$ cat src/verilog/bct_pkg.sv
package bct_pkg;
    localparam int ADDR_W = 4;
    // Register indices on the plain register port
    localparam logic [3:0] REG_ADDR_HIGH = 4'h0;
    localparam logic [3:0] REG_ADDR_LOW  = 4'h1;
    localparam logic [3:0] REG_DATA_HIGH = 4'h2;
    localparam logic [3:0] REG_DATA_LOW  = 4'h3;
    localparam logic [3:0] REG_CTRL0     = 4'h4;
    localparam logic [3:0] REG_CTRL1     = 4'h5;
    localparam logic [3:0] REG_STATUS    = 4'h6;
    // Control register 0 fields
    localparam int CT0_MODE_HI  = 7;
    localparam int CT0_MODE_LO  = 6;
    localparam int CT0_BP1_RNG  = 1;
    localparam int CT0_BP0_RNG  = 0;
    // Control register 1 fields
    localparam int CT1_DBE      = 6;
    localparam int CT1_MASK_HI  = 5;
    localparam int CT1_MASK_LO  = 4;
    // Status register fields
    localparam int ST_TAG_ACT   = 0;
    localparam int ST_BGND      = 1;
    localparam int ST_MATCH     = 2;
    localparam int ST_SWI       = 3;
    localparam logic [7:0] REG_RESET = 8'h00;
    localparam int QUEUE_DEPTH  = 2;
    typedef enum logic [1:0] {
        BCT_MODE_OFF   = 2'b00,
        BCT_MODE_SWI2  = 2'b01,
        BCT_MODE_FULL  = 2'b10,
        BCT_MODE_DUAL  = 2'b11
    } bct_mode_e;
endpackage

$ cat src/verilog/bct_breakpoint_tag.sv
module bct_breakpoint_tag #(
    parameter int QDEPTH = bct_pkg::QUEUE_DEPTH
) (
    input  wire logic        i_clock,
    input  wire logic        i_arst_n,
    input  wire logic        i_por_n,
    input  wire logic [3:0]  i_reg_addr,
    input  wire logic [7:0]  i_reg_wdata,
    input  wire logic        i_reg_write,
    input  wire logic        i_reg_read,
    output logic      [7:0]  o_reg_rdata,
    input  wire logic [15:0] i_cpu_addr,
    input  wire logic [15:0] i_cpu_data,
    input  wire logic        i_bus_valid,
    input  wire logic        i_bus_clock_fall,
    input  wire logic        i_bus_clock_rise_win,
    input  wire logic        i_fetch,
    input  wire logic        i_queue_advance,
    input  wire logic        i_tag_enable_command,
    input  wire logic        i_serial_cmd,
    input  wire logic        i_debug_exit,
    input  wire logic        i_low_byte_strobe,
    input  wire logic        i_debug_serial_pin,
    input  wire logic        i_port_e_bit3,
    output logic             o_port_e_bit3,
    output logic             o_port_e_bit3_oe,
    output logic             o_bp_match,
    output logic             o_software_interrupt,
    output logic             o_background_debug,
    output logic             o_tag_active,
    output logic             o_serial_cmd_accept,
    output logic             o_head_tag_high,
    output logic             o_head_tag_low
);
    logic [1:0] rst_sync;
    logic       rst_n;
    logic [1:0] por_sync;
    logic       por_n;
    logic [1:0] hi_sync;
    logic [1:0] lo_sync;

    logic [7:0] break_addr_high;
    logic [7:0] break_addr_low;
    logic [7:0] break_data_high;
    logic [7:0] break_data_low;
    logic [7:0] ctrl0;
    logic [7:0] ctrl1;
    logic       tag_active;
    logic       bgnd;
    logic [1:0] tag_q [QDEPTH];
    logic       next_match;
    logic       hit0;
    logic       hit1;

    // Reset release through two flops
    always_ff @(posedge i_clock or negedge i_arst_n) begin
        if (!i_arst_n) begin
            rst_sync <= 2'h0;
        end else begin
            rst_sync <= {rst_sync[0], 1'b1};
        end
    end
    assign rst_n = rst_sync[1];

    // Power-on reset has its own synchronised copy
    always_ff @(posedge i_clock or negedge i_por_n) begin
        if (!i_por_n) begin
            por_sync <= 2'h0;
        end else begin
            por_sync <= {por_sync[0], 1'b1};
        end
    end
    assign por_n = por_sync[1];

    // Tag pins come from the tool, so synchronise them
    always_ff @(posedge i_clock or negedge rst_n) begin
        if (!rst_n) begin
            hi_sync <= 2'h3;
            lo_sync <= 2'h3;
        end else begin
            hi_sync <= {hi_sync[0], i_debug_serial_pin};
            lo_sync <= {lo_sync[0], i_port_e_bit3};
        end
    end

    // Compare registers survive a normal reset, only power-on clears them
    always_ff @(posedge i_clock or negedge por_n) begin
        if (!por_n) begin
            break_addr_high <= bct_pkg::REG_RESET;
            break_addr_low  <= bct_pkg::REG_RESET;
            break_data_high <= bct_pkg::REG_RESET;
            break_data_low  <= bct_pkg::REG_RESET;
        end else if (i_reg_write) begin
            case (i_reg_addr)
                bct_pkg::REG_ADDR_HIGH: break_addr_high <= i_reg_wdata;
                bct_pkg::REG_ADDR_LOW:  break_addr_low  <= i_reg_wdata;
                bct_pkg::REG_DATA_HIGH: break_data_high <= i_reg_wdata;
                bct_pkg::REG_DATA_LOW:  break_data_low  <= i_reg_wdata;
                default: ;
            endcase
        end
    end

    always_ff @(posedge i_clock or negedge rst_n) begin
        if (!rst_n) begin
            ctrl0 <= bct_pkg::REG_RESET;
            ctrl1 <= bct_pkg::REG_RESET;
        end else if (i_reg_write) begin
            if (i_reg_addr == bct_pkg::REG_CTRL0) begin
                ctrl0 <= i_reg_wdata;
            end
            if (i_reg_addr == bct_pkg::REG_CTRL1) begin
                ctrl1 <= i_reg_wdata;
            end
        end
    end

    always_ff @(posedge i_clock or negedge rst_n) begin
        if (!rst_n) begin
            o_reg_rdata <= 8'h00;
        end else if (i_reg_read) begin
            case (i_reg_addr)
                bct_pkg::REG_ADDR_HIGH: o_reg_rdata <= break_addr_high;
                bct_pkg::REG_ADDR_LOW:  o_reg_rdata <= break_addr_low;
                bct_pkg::REG_DATA_HIGH: o_reg_rdata <= break_data_high;
                bct_pkg::REG_DATA_LOW:  o_reg_rdata <= break_data_low;
                bct_pkg::REG_CTRL0:     o_reg_rdata <= ctrl0;
                bct_pkg::REG_CTRL1:     o_reg_rdata <= ctrl1;
                bct_pkg::REG_STATUS:    o_reg_rdata <= {4'h0, o_software_interrupt,
                                                        o_bp_match, bgnd, tag_active};
                default:                o_reg_rdata <= 8'h00;
            endcase
        end else begin
            o_reg_rdata <= 8'h00;
        end
    end

    // Breakpoint compare
    always_comb begin
        bct_pkg::bct_mode_e mode;
        mode = bct_pkg::bct_mode_e'({ctrl0[bct_pkg::CT0_MODE_HI],
                                    ctrl0[bct_pkg::CT0_MODE_LO]});
        hit0 = (i_cpu_addr[15:8] == break_addr_high)
            && (!ctrl0[bct_pkg::CT0_BP0_RNG]
                || i_cpu_addr[7:0] == break_addr_low);
        hit1 = 1'b0;
        next_match = 1'b0;
        case (mode)
            bct_pkg::BCT_MODE_OFF: begin
                next_match = 1'b0;
            end
            bct_pkg::BCT_MODE_FULL: begin
                // Data bytes only join the compare when enabled and unmasked
                next_match = hit0 && (!ctrl1[bct_pkg::CT1_DBE]
                    || ((ctrl1[bct_pkg::CT1_MASK_HI]
                         || i_cpu_data[15:8] == break_data_high)
                     && (ctrl1[bct_pkg::CT1_MASK_LO]
                         || i_cpu_data[7:0] == break_data_low)));
            end
            default: begin
                hit1 = ctrl1[bct_pkg::CT1_DBE]
                    && (i_cpu_addr[15:8] == break_data_high)
                    && (!ctrl0[bct_pkg::CT0_BP1_RNG]
                        || i_cpu_addr[7:0] == break_data_low);
                next_match = hit0 || hit1;
            end
        endcase
    end

    always_ff @(posedge i_clock or negedge rst_n) begin
        if (!rst_n) begin
            o_bp_match           <= 1'b0;
            o_software_interrupt <= 1'b0;
        end else begin
            o_bp_match           <= i_bus_valid && next_match && !bgnd;
            o_software_interrupt <= i_bus_valid && next_match && !bgnd
                && ({ctrl0[bct_pkg::CT0_MODE_HI], ctrl0[bct_pkg::CT0_MODE_LO]}
                    == bct_pkg::BCT_MODE_SWI2);
        end
    end

    // Tagging state; no operating-mode input gates it
    always_ff @(posedge i_clock or negedge rst_n) begin
        if (!rst_n) begin
            tag_active <= 1'b0;
        end else if (bgnd || (i_queue_advance && tag_q[0] != 2'h0)) begin
            // Drop tagging in the same edge that debug starts, not one later
            tag_active <= 1'b0;
        end else if (i_tag_enable_command && !tag_active) begin
            tag_active <= 1'b1;
        end
    end

    // Instruction queue of tag marks; index 0 is the head
    always_ff @(posedge i_clock or negedge rst_n) begin
        if (!rst_n) begin
            for (int i = 0; i < QDEPTH; i++) begin
                tag_q[i] <= 2'h0;
            end
        end else if (bgnd) begin
            for (int i = 0; i < QDEPTH; i++) begin
                tag_q[i] <= 2'h0;
            end
        end else if (i_queue_advance) begin
            for (int i = 0; i < QDEPTH - 1; i++) begin
                tag_q[i] <= tag_q[i + 1];
            end
            tag_q[QDEPTH - 1] <= (tag_active && i_fetch && i_bus_clock_fall)
                ? {~hi_sync[1], ~lo_sync[1]} : 2'h0;
        end else if (tag_active && i_fetch && i_bus_clock_fall) begin
            tag_q[QDEPTH - 1] <= {~hi_sync[1], ~lo_sync[1]};
        end
    end

    always_ff @(posedge i_clock or negedge rst_n) begin
        if (!rst_n) begin
            bgnd               <= 1'b0;
            o_background_debug <= 1'b0;
        end else begin
            if (i_debug_exit) begin
                bgnd <= 1'b0;
            end else if (i_queue_advance && tag_q[0] != 2'h0) begin
                bgnd <= 1'b1;
            end
            o_background_debug <= (bgnd && !i_debug_exit)
                || (i_queue_advance && tag_q[0] != 2'h0);
        end
    end

    always_ff @(posedge i_clock or negedge rst_n) begin
        if (!rst_n) begin
            o_tag_active        <= 1'b0;
            o_serial_cmd_accept <= 1'b0;
            o_head_tag_high     <= 1'b0;
            o_head_tag_low      <= 1'b0;
        end else begin
            o_tag_active        <= tag_active;
            o_serial_cmd_accept <= i_serial_cmd && !tag_active;
            o_head_tag_high     <= tag_q[0][1];
            o_head_tag_low      <= tag_q[0][0];
        end
    end

    // Strobe owns the shared pin around the rising edge and whenever tagging is off; tool must stay off then
    always_ff @(posedge i_clock or negedge rst_n) begin
        if (!rst_n) begin
            o_port_e_bit3    <= 1'b0;
            o_port_e_bit3_oe <= 1'b0;
        end else begin
            o_port_e_bit3    <= i_low_byte_strobe;
            o_port_e_bit3_oe <= i_bus_clock_rise_win || !tag_active;
        end
    end
endmodule // bct_breakpoint_tag

$ cat config.mk
export PLATFORM = sky130hd
export DESIGN_NAME = bct_breakpoint_tag
export DESIGN_NICKNAME = d
export VERILOG_FILES = /design/src/verilog/bct_pkg.sv /design/src/verilog/bct_breakpoint_tag.sv
export SDC_FILE = /design/constraint.sdc
export NUM_CORES = 1
export LEC_CHECK = 0
export ABC_AREA = 1
export BUFFER_PORTS_ARGS = -buffer_cell sky130_fd_sc_hd__buf_2
export CORE_ASPECT_RATIO = 1.75
export CORE_MARGIN = 3
export CORE_UTILIZATION = 45
export CTS_CLUSTER_DIAMETER = 100
export DETAILED_ROUTE_END_ITERATION = 10
export MAX_ROUTING_LAYER = met4
export PLACE_DENSITY = 0.71
export SYNTH_ARGS = -nofsm -noshare
export SYNTH_HDL_FRONTEND = slang
export SYNTH_SLANG_ARGS = --single-unit
$ cat constraint.sdc
create_clock -name i_clock -period 3.91 [get_ports i_clock]
set_input_delay 0.782 -clock i_clock [delete_from_list [all_inputs] [get_ports i_clock]]
set_output_delay 0.782 -clock i_clock [all_outputs]
set_load 0.03 [all_outputs]
==> summary.md, run 1 <==
| Metric | Value |
|---|---|
| Seq/Total Area, Yosys | 0.513 |
| Worst EP required | 3130 ps |
| Clock latency on the worst-skew pair | 340 ps |
| Final Hold Slack | 213 ps |
| Placer congestion estimate | 0.890 |
| Status | complete, no violations |
| Longest Clk Path Bufs | 2 |
| Final Cycle Share | 0.436 |
| Final ANT Viol Nets | 0 |
| Ranking of synthesized cells by area | dfrtp_1, nand2_1, o21ai_1 |
| CTS Hold Buffers Added | 0 |
| Register area | 0.00198 sq mm |
| Clock Tree Root | clkbuf_16 |
| Largest net degree at the start of global routing | 44 |
| Overflow after GRT | 0 |
| Unrepaired setup endpoints after global routing | no |
| Yosys warns | 0 |
| Crit. End Element | primary output |
| Yosys cell types | 38 |
| CTS Sinks | 79 |
| # IOs | 77 |
| NetSw | 0.711 mW |
| # diodes | 0 |
| CP arrival | 920 ps |
| Via total after detailed routing | roughly 3300 |
| Design area | approximately 0.0047 sq mm |
| 1st-iter DRT viols | 163 |
| Worst-path cell chain | buf_2 |
| Flops & latches, synth | 79 |
| Antenna violations before repair | 0 |
| Post-Synthesis Cell Area | between 0.003 and 0.004 sq mm |
| Hold violation total from the final report | 0 |
| Setup repair bufs after CTS | 0 |
| Nets | around 600 |
| Synth top area share | 0.486 |
| Die X | 76.0 um |
| Die area | about 0.01 sq mm |
| Static Leak | 2.40 nW |
| Clk pwr share | 0.357 |
| Layout Skew | around 6.1 ps |
| Max Slew Vio Count | 0 |
| DP Cell Count | between 600 and 700 |
| Dpl hpwl | 7.72 mm |
| DP Area | about 0.0044 sq mm |
| Final WL | 9.82 mm |
| 1st-pass router iterations | 4 |
| H-tree depth | 3 |
| Final setup violating endpoints | 0 |
| Max-Slew Margin vs Limit | 0.389 |
| CTS Buf Count | 9 |
| Fin cells | 674 |
| Core Area | 0.00831 sq mm |
| Logic pwr share | 0.191 |
| Max_cap viols | 0 |
| Multi-input gate area | 0.00161 sq mm |
| CP bufs+invs | 1 |
| PostCTS Resize Cnt | 0 |
| DR DRC count | 0 |
| # rows | 44 |
| Syn_area_per_cell | 8.20 sq um |
| All-layer global routing usage | 0.226 |
| Layout cells sized above 1 | 0.211 |
| PwrDens | 514 mW/mm^2 |
| # fillers | 803 |
| Chip Height | 129 um |
| Startpoint types | flop |
| Most instantiated cells after synthesis | nand2_1, dfrtp_1, inv_1, o21ai_1, nor2_1 |
| Vias per cell | 4.96 |
| HP Class | in -> async |
| VDD IR max | between 0.0002 and 0.0003 V |
| Yosys top cell by area | dfrtp_1 |
| Synth Flop Type | dfrtp_1 |
| F_max | 0.587 GHz |
| Pin slew with the least headroom to its limit | about 900 ps |
| Initial core utilization | 0.465 |
| Share of async-settable or async-resettable flops after synthesis | 1.00 |
| Drt wl/cell | 14.6 um |
| CP max stage cell | dfrtp_1 |
| Setup TNS Final | 0 ps |
| Worst setup path class | reg -> out |
| First-pass GRT wire length | ~17 mm |
| Cell internal pwr | around 1.7 mW |
| Crit-path max cell delay | 400 ps |
| Sequential share of power | 0.452 |
| I/O Buffers | 76 |
| Minimum clock period | 1700 ps |
| Layout Utilization | 0.561 |
| Top-count cell post-synth | nand2_1 |
| CTS clk-pin slew, worst paths | 60 ps |
| Number of flops mapped to enable cells by yosys | 0 |
| Crit-path leading delay family | flip-flops |
| Number of global-route vias before repair | 3482 |
| CTS tree | yes |
| Worst Path Max Fanout | 2 |
| Cells after Synth | 471 |
| Area growth syn-to-layout | 20.8% |
| Switch share | 0.297 |
placed cells by master (no fill, tap or decap), types with 2 or more instances in the layout:
cell type and count:
nor2_4 4, xor2_1 10, clkbuf_16 9, clkinv_2 3, nand2_1 155, dfstp_2 4, inv_2 6, a21oi_1 9
o21ai_1 43, o21a_1 3, nor3_1 3, dfrtp_1 74, o21ai_0 14, clkbuf_8 3, o22ai_1 3, nor2_1 32
nand3_1 4, xnor2_1 17, conb_1 2, nand2_2 6, inv_1 54, buf_2 76, o32ai_1 2, o221ai_1 4
nand4_1 2
registers in the layout (all words and copies together) (netlist names), 2 cells and up:
name and cells:
ctrl1 8, o_reg_rdata 8, lo_sync 2, hi_sync 2
break_data_high 8, rst_sync 2, tag_q 4, por_sync 2
break_data_low 8, ctrl0 8, break_addr_low 8, break_addr_high 8
power groups by stage:
stage               clock network, mW  registers, mW  logic (mW)
floorplan                           0           1.10       0.284
global placement                    0           1.10       0.447
detailed placement                  0           1.10       0.459
CTS                             0.870           1.09       0.463
global route                    0.906           1.10       0.527
finish                          0.856           1.08       0.458
stage by stage:
step	power (mW)	setup WS [ps]
after floorplan	1.39	2280
after global placement	1.54	2010
after detailed placement	1.56	2000
after CTS	2.42	2190
after global routing	2.54	2160
final	2.40	2210
layer usage:
layer / vias up / global-route usage / share of wire
met1: 1571 / 0.236 / 0.39
met5: - / - / 0
met4: 0 / 0.155 / 0.030
li1: 1653 / - / -
met3: 16 / 0.0266 / 0.047
met2: 106 / 0.397 / 0.54
kinds of logic (layout without fill, tap and decap cells):
logic type | count (synthesis) | count (layout) | synth area share
AND/OR/NAND/NOR | 210 | 210 | 0.224
AO/OA/AOI/OAI | 87 | 87 | 0.129
XOR/XNOR | 27 | 27 | 0.0612
buffers and inverters | 67 | 154 | 0.0713
other | 1 | 2 | 0.000971
flip-flops | 79 | 79 | 0.513
path summary, 6_finish.rpt:
check | startpoint | slack, ps | end | cells past startpoint
setup / recovery | o_bp_match | 2210 | o_bp_match | 1
setup reg to reg | break_data_low[1] | 2410 | o_bp_match | 11
max in group asynchronous | rst_sync[1] | 2930 | o_reg_rdata[3] | 0
min in group i_clock | rst_sync[0] | 350 | rst_sync[1] | 0
hold / removal | i_por_n | 210 | por_sync[0] | 1
hold reg to reg | por_sync[1] | 280 | break_data_high[4] | 1
area by class of cell:
type,count,share of cell area
inverters,61,0.0494
well taps,115,0.0308
repair buffers,77,0.0832
clock buffers,13,0.0579
flip-flops and latches,79,0.425
multi-input cells,326,0.345
clock inverters,3,0.00858
Power figures use the tool's default switching activity.
==> inputs of run 2 (changes only) <==
- clock period: 3.91 -> 1.6 ns (I/O delays scaled with it)
==> run 2 against run 1 <==
  * First-iteration DRC count is 20% higher
  * Non-clock buffer count is 4 higher
  * Sequential share of layout area hardly changed
  * Hold slack worse by 130 ps
  * Core utilization hardly changed
  * Final area hardly changed
  * Die area stayed put
  * Critical endpoint is now o_bp_match
  * Largest cell class unchanged
  * Largest power group unchanged
==> summary.md, run 2 (synthesis results as in run 1) <==
| Metric | Value |
|---|---|
| Largest net degree at the start of global routing | 33 |
| # rows | between 40 and 50 |
| DP Area | between 0.004 and 0.005 sq mm |
| Worst Path Max Fanout | 4 |
| Layout cells sized above 1 | 0.209 |
| F_max | 0.676 GHz |
| Placer congestion estimate | around 0.96 |
| Max_cap viols | 0 |
| I/O Buffers | between 70 and 80 |
| PwrDens | between 1000 and 1500 mW/mm^2 |
| CP arrival | 1740 ps |
| Die area | just under 0.01 sq mm |
| Static Leak | 2.40 nW |
| Most frequent cells in the layout | nand2_1, buf_2, dfrtp_1, inv_1, o21ai_1 |
| CTS clk-pin slew, worst paths | approximately 60 ps |
| Layout Skew | 10.6 ps |
| Clock Tree Root | clkbuf_16 |
| CP max stage cell | dfrtp_1 |
| Crit-path max cell delay | approximately 400 ps |
| First-pass GRT wire length | 16.3 mm |
| Final setup violating endpoints | 0 |
| 1st-iter DRT viols | 196 |
| Dpl hpwl | 7.86 mm |
| # diodes | 0 |
| CTS tree | yes |
| Final ANT Viol Nets | 0 |
| Chip Height | 129 um |
| Nets | a little over 600 |
| Number of global-route vias before repair | 3403 |
| Status | complete, no violations |
| Total power | 5.64 mW |
| CTS Sinks | 79 |
| Area growth syn-to-layout | 20.8% |
| VDD IR max | roughly 0.00059 V |
| Vias per cell | about 4.9 |
| Design area | 0.00467 sq mm |
| Unrepaired setup endpoints after global routing | no |
| DR DRC count | 0 |
| Final WL | approximately 9.9 mm |
| Die X | 76.0 um |
| Commonest non-fill, non-tap cell in the layout | nand2_1 |
| H-tree depth | 3 |
| Antenna violations before repair | 0 |
| # IOs | 77 |
| Via total after detailed routing | ~3300 |
| 1st-pass router iterations | 5 |
| Initial core utilization | 0.465 |
| Core Area | 0.00831 sq mm |
| CTS Buf Count | 9 |
| Startpoint types | flop |
| Worst-path cell chain | inv_1 -> nand2_1 -> nand2_1 -> nand2_1 -> nor2_1 -> nand2_1 -> nand2_1 -> nand2_1 -> nand2_1 -> nand2_1 -> a21oi_1 |
| Minimum clock period | 1480 ps |
| Worst EP required | between 1500 and 2000 ps |
| Most frequent cell on the critical path | nand2_1 |
| HP Class | in -> reg |
| Overflow after GRT | 0 |
| PostCTS Resize Cnt | 0 |
| Clock latency on the worst-skew pair | 340 ps |
| All-layer global routing usage | 0.224 |
| Drt wl/cell | 14.7 um |
| Hold violation total from the final report | 0 |
| Crit. End Element | flop |
| Max Slew Vio Count | 0 |
| Final Cycle Share | 0.924 |
| Longest Clk Path Bufs | 2 |
| Setup TNS Final | 0 ps |
| Worst setup path class | reg -> reg |
## run 2: report_power, final
group | internal (mW) | switching, mW | total (mW) | leakage (nW)
clock | 1.12 | 0.751 | 1.87 | 0.132
sequential | 2.34 | 0.299 | 2.64 | 0.994
combinational | 0.461 | 0.676 | 1.14 | 1.27
total | 3.92 | 1.73 | 5.64 | 2.40
## run 2: layer usage
layer / global-route usage / vias up / wire length [um]
li1: - / 1656 / -
met1: 0.228 / 1539 / 3830
met2: 0.417 / 117 / 5310
met3: 0.0427 / 18 / 518
met4: 0.0982 / 0 / 254
met5: - / - / 0
## run 2: cell type report
class / instances / area (sq um)
Fill cell: 776 / 3650
Clock buffer: 13 / 260
Sequential cell: 79 / 1980
Inverter: 61 / 230
Timing Repair Buffer: 81 / 435
Tap cell: 115 / 144
Multi-Input combinational cell: 326 / 1610
Clock inverter: 1 / 5.00
## run 2: worst max-delay path: cells and delay by family, from the launching register on
| kind | cells | cell delay (ps) |
|---|---|---|
| flip-flops | 1 | 410 |
| AND/OR/NAND/NOR | 9 | 730 |
| buffers and inverters | 1 | 140 |
| AO/OA/AOI/OAI | 1 | 110 |
## run 2: final timing paths
| check | start | to | slack [ps] | cells after the start |
|---|---|---|---|---|
| max reg2reg | break_data_low[5] | o_bp_match | 120 | 11 |
| min | i_debug_serial_pin | hi_sync[0] | 90 | 1 |
| min reg2reg | rst_sync[1] | ctrl1[5] | 190 | 0 |
| min in group asynchronous | rst_sync[1] | ctrl1[5] | 190 | 0 |
| max | break_data_low[5] | o_bp_match | 120 | 11 |
| max in group asynchronous | rst_sync[1] | lo_sync[1] | 860 | 1 |
## run 2: repair_timing
action | CTS | global route
setup buffers | 0 | 0
hold buffers | 2 | 0
hold endpoints to repair | 4 | 0
## run 2: per-stage QoR
step,setup slack [ps],util,std cells,hold slack (ps)
after detailed placement,92.9,0.527,660,107
after global placement,102,0.527,660,105
after CTS,138,0.561,676,77.2
after global routing,52.3,0.561,676,75.7
final,122,0.561,676,88.0
after floorplan,262,-,472,24.4
